===== src/sem_flags_pkg.sv =====
/*
 * constants and types shared by the dual-port semaphore flag block.
 * assumes one synchronous clock for both ports.
 */
package sem_flags_pkg;
    localparam int FLAG_COUNT   = 8;
    localparam int FLAG_ADDR_W  = 3;
    localparam int DATA_W       = 8;
    localparam int DATA_BIT_SEL = 0;
    // request latch value meaning "no request" / "free"
    localparam logic REQ_IDLE   = 1'b1;
    localparam logic REQ_ACTIVE = 1'b0;
    // owner encoding of a flag
    typedef enum logic [1:0] {
        OWN_FREE  = 2'b00,
        OWN_LEFT  = 2'b01,
        OWN_RIGHT = 2'b11
    } owner_t;
endpackage


===== src/sem_flags.sv =====
/*
 * eight semaphore flags shared by a left and a right port, each with its
 * own select, output enable, read/write, address and data pins.
 * assumes all port inputs are asynchronous pins; the used bits pass two flops.
 */
// Notes on behaviour
// - eight single-bit flags separate from RAM.
// - low semaphore select plus sram-style controls.
// - only three low address bits pick flag.
// - write value taken from data bit zero.
// - zero on free flag grants writer ownership.
// - owner writing one frees flag if unrequested.
// - non-owner zero stays pending in request latch.
// - pending request takes flag on owner release.
// - read spreads flag value over all bits.
// - read value frozen while select and enable.
// - writing one cancels a pending request.
// - non-owner zero leaves visible values unchanged.
// - flags gate nothing; ports never stall.
// - earlier request wins; left wins a same-cycle tie.
`timescale 1ns/1ps
module sem_flags
    import sem_flags_pkg::*;
#(
    parameter int ADDR_W = 12
) (
    input  wire logic              CLK_IN,
    input  wire logic              RST_IN,
    input  wire logic              L_SEMAPHORE_SPACE_SELECT_N_IN,
    input  wire logic              L_OE_N_IN,
    input  wire logic              L_RW_IN,
    input  wire logic [ADDR_W-1:0] L_ADDR_IN,
    input  wire logic [DATA_W-1:0] L_DATA_IN,
    output logic      [DATA_W-1:0] L_DATA_OUT,
    output logic                   L_DATA_OE_OUT,
    input  wire logic              R_SEMAPHORE_SPACE_SELECT_N_IN,
    input  wire logic              R_OE_N_IN,
    input  wire logic              R_RW_IN,
    input  wire logic [ADDR_W-1:0] R_ADDR_IN,
    input  wire logic [DATA_W-1:0] R_DATA_IN,
    output logic      [DATA_W-1:0] R_DATA_OUT,
    output logic                   R_DATA_OE_OUT
);

    // ******************************************************************
    // elaboration checks
    // ******************************************************************
    if (ADDR_W < FLAG_ADDR_W) begin : g_addr_chk
        $error("address narrower than flag select");
    end
    if ((1 << FLAG_ADDR_W) != FLAG_COUNT) begin : g_count_chk
        $error("flag count does not match flag select width");
    end
    if (DATA_BIT_SEL >= DATA_W) begin : g_bit_chk
        $error("write data bit outside data bus");
    end

    // synchroniser word: {sel_n, oe_n, rw, addr, write data bit}
    localparam int D0_POS   = 0;
    localparam int ADDR_LSB = D0_POS + 1;
    localparam int ADDR_MSB = ADDR_LSB + FLAG_ADDR_W - 1;
    localparam int RW_POS   = ADDR_MSB + 1;
    localparam int OE_POS   = RW_POS + 1;
    localparam int SEL_POS  = OE_POS + 1;
    localparam int PIN_W    = SEL_POS + 1;

    // ******************************************************************
    // state
    // ******************************************************************
    typedef struct packed {
        logic [PIN_W-1:0]      l_s1;
        logic [PIN_W-1:0]      l_s2;
        logic [PIN_W-1:0]      r_s1;
        logic [PIN_W-1:0]      r_s2;
        logic [FLAG_COUNT-1:0] l_req;
        logic [FLAG_COUNT-1:0] r_req;
        owner_t [FLAG_COUNT-1:0] owner;
        logic                  l_wr_d;
        logic                  r_wr_d;
        logic                  l_rd_act;
        logic                  r_rd_act;
        logic [DATA_W-1:0]     l_dout;
        logic [DATA_W-1:0]     r_dout;
    } state_t;

    state_t state_r;
    state_t state_nxt;

    // synchroniser field layout: {sel_n, oe_n, rw, addr[2:0], d0}
    logic                   l_sel;
    logic                   l_oe;
    logic                   l_rw;
    logic [FLAG_ADDR_W-1:0] l_idx;
    logic                   l_d0;
    logic                   r_sel;
    logic                   r_oe;
    logic                   r_rw;
    logic [FLAG_ADDR_W-1:0] r_idx;
    logic                   r_d0;
    logic                   l_wr_lvl;
    logic                   r_wr_lvl;
    logic                   l_wr_evt;
    logic                   r_wr_evt;
    logic [FLAG_COUNT-1:0]  l_view;
    logic [FLAG_COUNT-1:0]  r_view;

    always_comb begin
        l_sel = ~state_r.l_s2[SEL_POS];
        l_oe  = ~state_r.l_s2[OE_POS];
        l_rw  = state_r.l_s2[RW_POS];
        l_idx = state_r.l_s2[ADDR_MSB:ADDR_LSB];
        l_d0  = state_r.l_s2[D0_POS];
        r_sel = ~state_r.r_s2[SEL_POS];
        r_oe  = ~state_r.r_s2[OE_POS];
        r_rw  = state_r.r_s2[RW_POS];
        r_idx = state_r.r_s2[ADDR_MSB:ADDR_LSB];
        r_d0  = state_r.r_s2[D0_POS];
        l_wr_lvl = l_sel & ~l_rw;
        r_wr_lvl = r_sel & ~r_rw;
        // one update per write strobe, at its leading edge
        l_wr_evt = l_wr_lvl & ~state_r.l_wr_d;
        r_wr_evt = r_wr_lvl & ~state_r.r_wr_d;
        for (int i = 0; i < FLAG_COUNT; i++) begin
            l_view[i] = (state_r.owner[i] != OWN_LEFT);
            r_view[i] = (state_r.owner[i] != OWN_RIGHT);
        end
    end

    // ******************************************************************
    // next state
    // ******************************************************************
    always_comb begin
        state_nxt = state_r;
        state_nxt.l_s1 = {L_SEMAPHORE_SPACE_SELECT_N_IN, L_OE_N_IN, L_RW_IN,
                          L_ADDR_IN[FLAG_ADDR_W-1:0], L_DATA_IN[DATA_BIT_SEL]};
        state_nxt.r_s1 = {R_SEMAPHORE_SPACE_SELECT_N_IN, R_OE_N_IN, R_RW_IN,
                          R_ADDR_IN[FLAG_ADDR_W-1:0], R_DATA_IN[DATA_BIT_SEL]};
        state_nxt.l_s2 = state_r.l_s1;
        state_nxt.r_s2 = state_r.r_s1;
        state_nxt.l_wr_d = l_wr_lvl;
        state_nxt.r_wr_d = r_wr_lvl;

        // request latches take data bit zero on each write
        if (l_wr_evt)
            state_nxt.l_req[l_idx] = l_d0;
        if (r_wr_evt)
            state_nxt.r_req[r_idx] = r_d0;

        // arbitration per flag on the updated request latches
        for (int i = 0; i < FLAG_COUNT; i++) begin
            case (state_r.owner[i])
                OWN_FREE: begin
                    if (state_nxt.l_req[i] == REQ_ACTIVE)
                        state_nxt.owner[i] = OWN_LEFT;
                    else if (state_nxt.r_req[i] == REQ_ACTIVE)
                        state_nxt.owner[i] = OWN_RIGHT;
                end
                OWN_LEFT: begin
                    if (state_nxt.l_req[i] == REQ_IDLE) begin
                        if (state_nxt.r_req[i] == REQ_ACTIVE)
                            state_nxt.owner[i] = OWN_RIGHT;
                        else
                            state_nxt.owner[i] = OWN_FREE;
                    end
                end
                OWN_RIGHT: begin
                    if (state_nxt.r_req[i] == REQ_IDLE) begin
                        if (state_nxt.l_req[i] == REQ_ACTIVE)
                            state_nxt.owner[i] = OWN_LEFT;
                        else
                            state_nxt.owner[i] = OWN_FREE;
                    end
                end
                default: state_nxt.owner[i] = OWN_FREE;
            endcase
        end

        // read capture, frozen until select or enable drops
        state_nxt.l_rd_act = l_sel & l_oe & l_rw;
        state_nxt.r_rd_act = r_sel & r_oe & r_rw;
        if (state_nxt.l_rd_act & ~state_r.l_rd_act)
            state_nxt.l_dout = {DATA_W{l_view[l_idx]}};
        if (state_nxt.r_rd_act & ~state_r.r_rd_act)
            state_nxt.r_dout = {DATA_W{r_view[r_idx]}};
    end

    always_ff @(posedge CLK_IN or posedge RST_IN) begin
        if (RST_IN) begin
            state_r.l_s1     <= '1;
            state_r.l_s2     <= '1;
            state_r.r_s1     <= '1;
            state_r.r_s2     <= '1;
            state_r.l_req    <= '1;
            state_r.r_req    <= '1;
            for (int i = 0; i < FLAG_COUNT; i++) begin
                state_r.owner[i] <= OWN_FREE;
            end
            state_r.l_wr_d   <= 1'b0;
            state_r.r_wr_d   <= 1'b0;
            state_r.l_rd_act <= 1'b0;
            state_r.r_rd_act <= 1'b0;
            state_r.l_dout   <= '1;
            state_r.r_dout   <= '1;
        end else begin
            state_r <= state_nxt;
        end
    end

    // ports never wait on each other; no busy output exists
    assign L_DATA_OUT    = state_r.l_dout;
    assign R_DATA_OUT    = state_r.r_dout;
    assign L_DATA_OE_OUT = state_r.l_rd_act;
    assign R_DATA_OE_OUT = state_r.r_rd_act;
endmodule // sem_flags


===== config.mk =====
export PLATFORM = sky130hd
export DESIGN_NAME = sem_flags
export DESIGN_NICKNAME = d
export VERILOG_FILES = /design/src/sem_flags_pkg.sv /design/src/sem_flags.sv
export SDC_FILE = /design/constraint.sdc
export NUM_CORES = 1
export LEC_CHECK = 0
export ABC_AREA = 1
export BUFFER_PORTS_ARGS = -buffer_cell sky130_fd_sc_hd__buf_2
export CAP_MARGIN = 20
export CORE_MARGIN = 2
export CORE_UTILIZATION = 55
export DETAILED_ROUTE_END_ITERATION = 12
export PLACE_DENSITY = 0.81
export SYNTH_ARGS = -nofsm -noshare
export SYNTH_HDL_FRONTEND = slang
export SYNTH_SLANG_ARGS = --single-unit

===== constraint.sdc =====
create_clock -name CLK_IN -period 4.82 [get_ports CLK_IN]
set_clock_uncertainty 0.2 [all_clocks]
set_input_delay 0 -clock CLK_IN [delete_from_list [all_inputs] [get_ports CLK_IN]]
set_output_delay 0 -clock CLK_IN [all_outputs]
set_load 0.05 [all_outputs]

==> metrics.txt <==
Seq/Total Area, Yosys=58.8%; area of the multi-input gates=860 µm²; PD cells=512 mW/mm²; Slew Limit Fails=0; core area=0.00511 mm²; final hold vios=0; H-tree depth=3; critical-path cell list=nand3_1, nor2_1, nand2_1, o21ai_1, nand2_1, nor2_1; DR iter-0 viols=143; Chip Height=76.7 µm; Area Overhead vs Synth=17.0%; syn nets=375; HP Class=in2reg; top cells by count, synth=nand2_1 (65), nor2_1 (58), dfstp_2 (46), inv_1 (44), nand3_1 (22); crit end category=flop; TritonCTS clock tree=yes; final setup violation count=0; via count=2087; Hold Path Stages=2; Post-synth EDFFs=0; vias in the first global route=2030; Tmin final=1660 ps; origin of the critical flop-to-flop path=r_idx[2]; main flop type after synthesis=dfstp_2; Critical Path Source=r_idx[2]; path type of the worst setup path=reg2reg; die span in x=76.7 µm; Fin Hold WS=104 ps; Num CTS Buffers=9; Yosys Warn Count=0; cell with the most instances after synthesis=nand2_1; Cells after Synth=327; Bufs and invs on worst path=0; Clk Latency, worst-skew pair=330 ps; RSZ-0062 raised after global routing=false; top post-synthesis cells by area=dfstp_2 (42%), dfrtp_1 (17%), nand2_1 (8.4%); DIE AREA=0.00588 mm²; post-CTS resize count=0; Max-Cap Viols=0; cell leakage power=1.61 nW; DRT Pass-1 Iters=4; Rows=26; CP delay by family, top=flip-flops; Hold Path Origin=L_DATA_IN[0]; Final GP Congestion=0.890; Post-CTS Setup Bufs=0; CTS clk-pin slew, worst paths=70 ps; FF+latch count, synth=66; Worst path max stage delay=670 ps; Synth cell types=24; status=finished, final reports clean; initial antenna violation count=0; Reg2Reg Depth=6; peak supply drop=0.000297 V; cell area after synthesis=0.00291 mm²; Least-Margin Pin Slew=756 ps; GRT Util Overall=19.5%; final clock period utilization by the worst path=34.4%; fmax=603 MHz; max_slew headroom=49.6%; CP startpoint kind=flop; post-DR wirelength/cell=11.4 µm; n_diodes=0; Async SR Flop Fraction=100%; final wirelength=5020 µm; largest net degree at the start of global routing=67; Avg Vias per Cell=4.72; NumNets Final=415; Req. time, crit path=4880 ps; CTS sink count=66; first-pass GRT wire length=8800 µm; area share of the largest cell type after synthesis=41.6%; Remaining DRCs=0; CTS Root Cell=clkbuf_8; Syn Area/Cell=8.88 µm²; sequential cell area=0.00171 mm²; Crit-path slowest cell=dfstp_2; I/O Buffers=33; I/O Pins=66; Clock Tree Buf Depth=2; post-synth top area cell=dfstp_2; post-detail-place hpwl=3300 µm; crit path DAT=1720 ps; layout filler cell count=416; # hold bufs at CTS=15; grt total ovfl=0; Layout Utilization=66.6%; layout cell share with drive strength beyond 1=31.5%; critical path fanouts, max=10; Levels on crit path=6; post-route ant nets=0; total negative setup slack=0 ps; starting density of the core=56.9%
[through the flow]
| step | setup slack (ps) | std cells | total power, mW | area [µm²] |
|---|---|---|---|---|
| 2_1_floorplan | 3040 | 327 | 1.17 | 2910 |
| 3_3_place_gp | 3260 | 411 | 1.19 | 3020 |
| 3_5_place_dp | 3210 | 411 | 1.21 | 3020 |
| 4_1_cts | 3190 | 442 | 1.75 | 3400 |
| 5_1_grt | 3060 | 442 | 1.84 | 3400 |
| 6_report | 3160 | 442 | 1.74 | 3400 |
[state kept, by name (all words and copies together) (netlist names)]
| name | cells |
|---|---|
| state_r | 38 |
| r_d0 | 1 |
| l_rw | 1 |
| L_DATA_OE_OUT | 1 |
| R_DATA_OUT | 1 |
| state_nxt | 14 |
| l_d0 | 1 |
| r_rw | 1 |
| L_DATA_OUT | 1 |
| r_idx | 3 |
| R_DATA_OE_OUT | 1 |
| l_idx | 3 |
[cells by family (layout without fill, tap and decap cells)]
group                  count (synthesis)  in the layout  synth area share (%)
buffers and inverters                 70            115                  11.6
AO/OA/AOI/OAI                         25             25                  4.61
flip-flops                            66             66                  58.8
AND/OR/NAND/NOR                      166            166                  25.0
[cell usage in the layout (no fill, tap or decap), types with 2 or more instances in the layout]
cell and n:
a21oi_1 6, buf_2 33, bufinv_16 2, clkbuf_1 2, clkbuf_8 12, dfrtp_1 20, dfstp_2 46, dlygate4sd3_1 15
inv_1 43, inv_2 7, nand2_1 65, nand3_1 22, nand4_1 2, nor2_1 58, nor2_2 8, nor2_4 2
nor3_1 2, nor3_2 2, nor3b_1 2, o21ai_0 3, o21ai_1 13, o21bai_1 2
[power by group]
part / internal, mW / total [mW] / switching (mW)
clock network: 0.334 / 0.529 / 0.194
logic: 0.125 / 0.440 / 0.315
registers: 0.696 / 0.772 / 0.0759
total: 1.16 / 1.74 / 0.586
[layer usage]
metal | vias up | wire, µm | GRT usage, %
li1 | 1064 | - | -
met2 | 41 | 2480 | 31.4
met5 | - | 0 | 0
met3 | 8 | 210 | 6.35
met1 | 974 | 2250 | 24.1
met4 | 0 | 80 | 8.36
[worst paths after layout]
| path | slack [ps] | to |
|---|---|---|
| max | 3160 | state_r[35] |
| min | 100 | state_nxt[66] |
| max reg2reg | 3160 | state_r[35] |
| min reg2reg | 150 | l_idx[1] |
| max in group asynchronous | 3670 | state_r[31] |
| min in group asynchronous | 260 | state_r[21] |
[cell type report]
cell class              count  share of cell area, %
well taps                  70                   2.58
inverters                  50                   5.52
clock buffers              14                   5.08
clock inverters             2                   1.77
multi-input cells         191                   25.3
flip-flops and latches     66                   50.3
repair buffers             49                   9.50
Note: power is estimated with default switching activity, not from simulation.
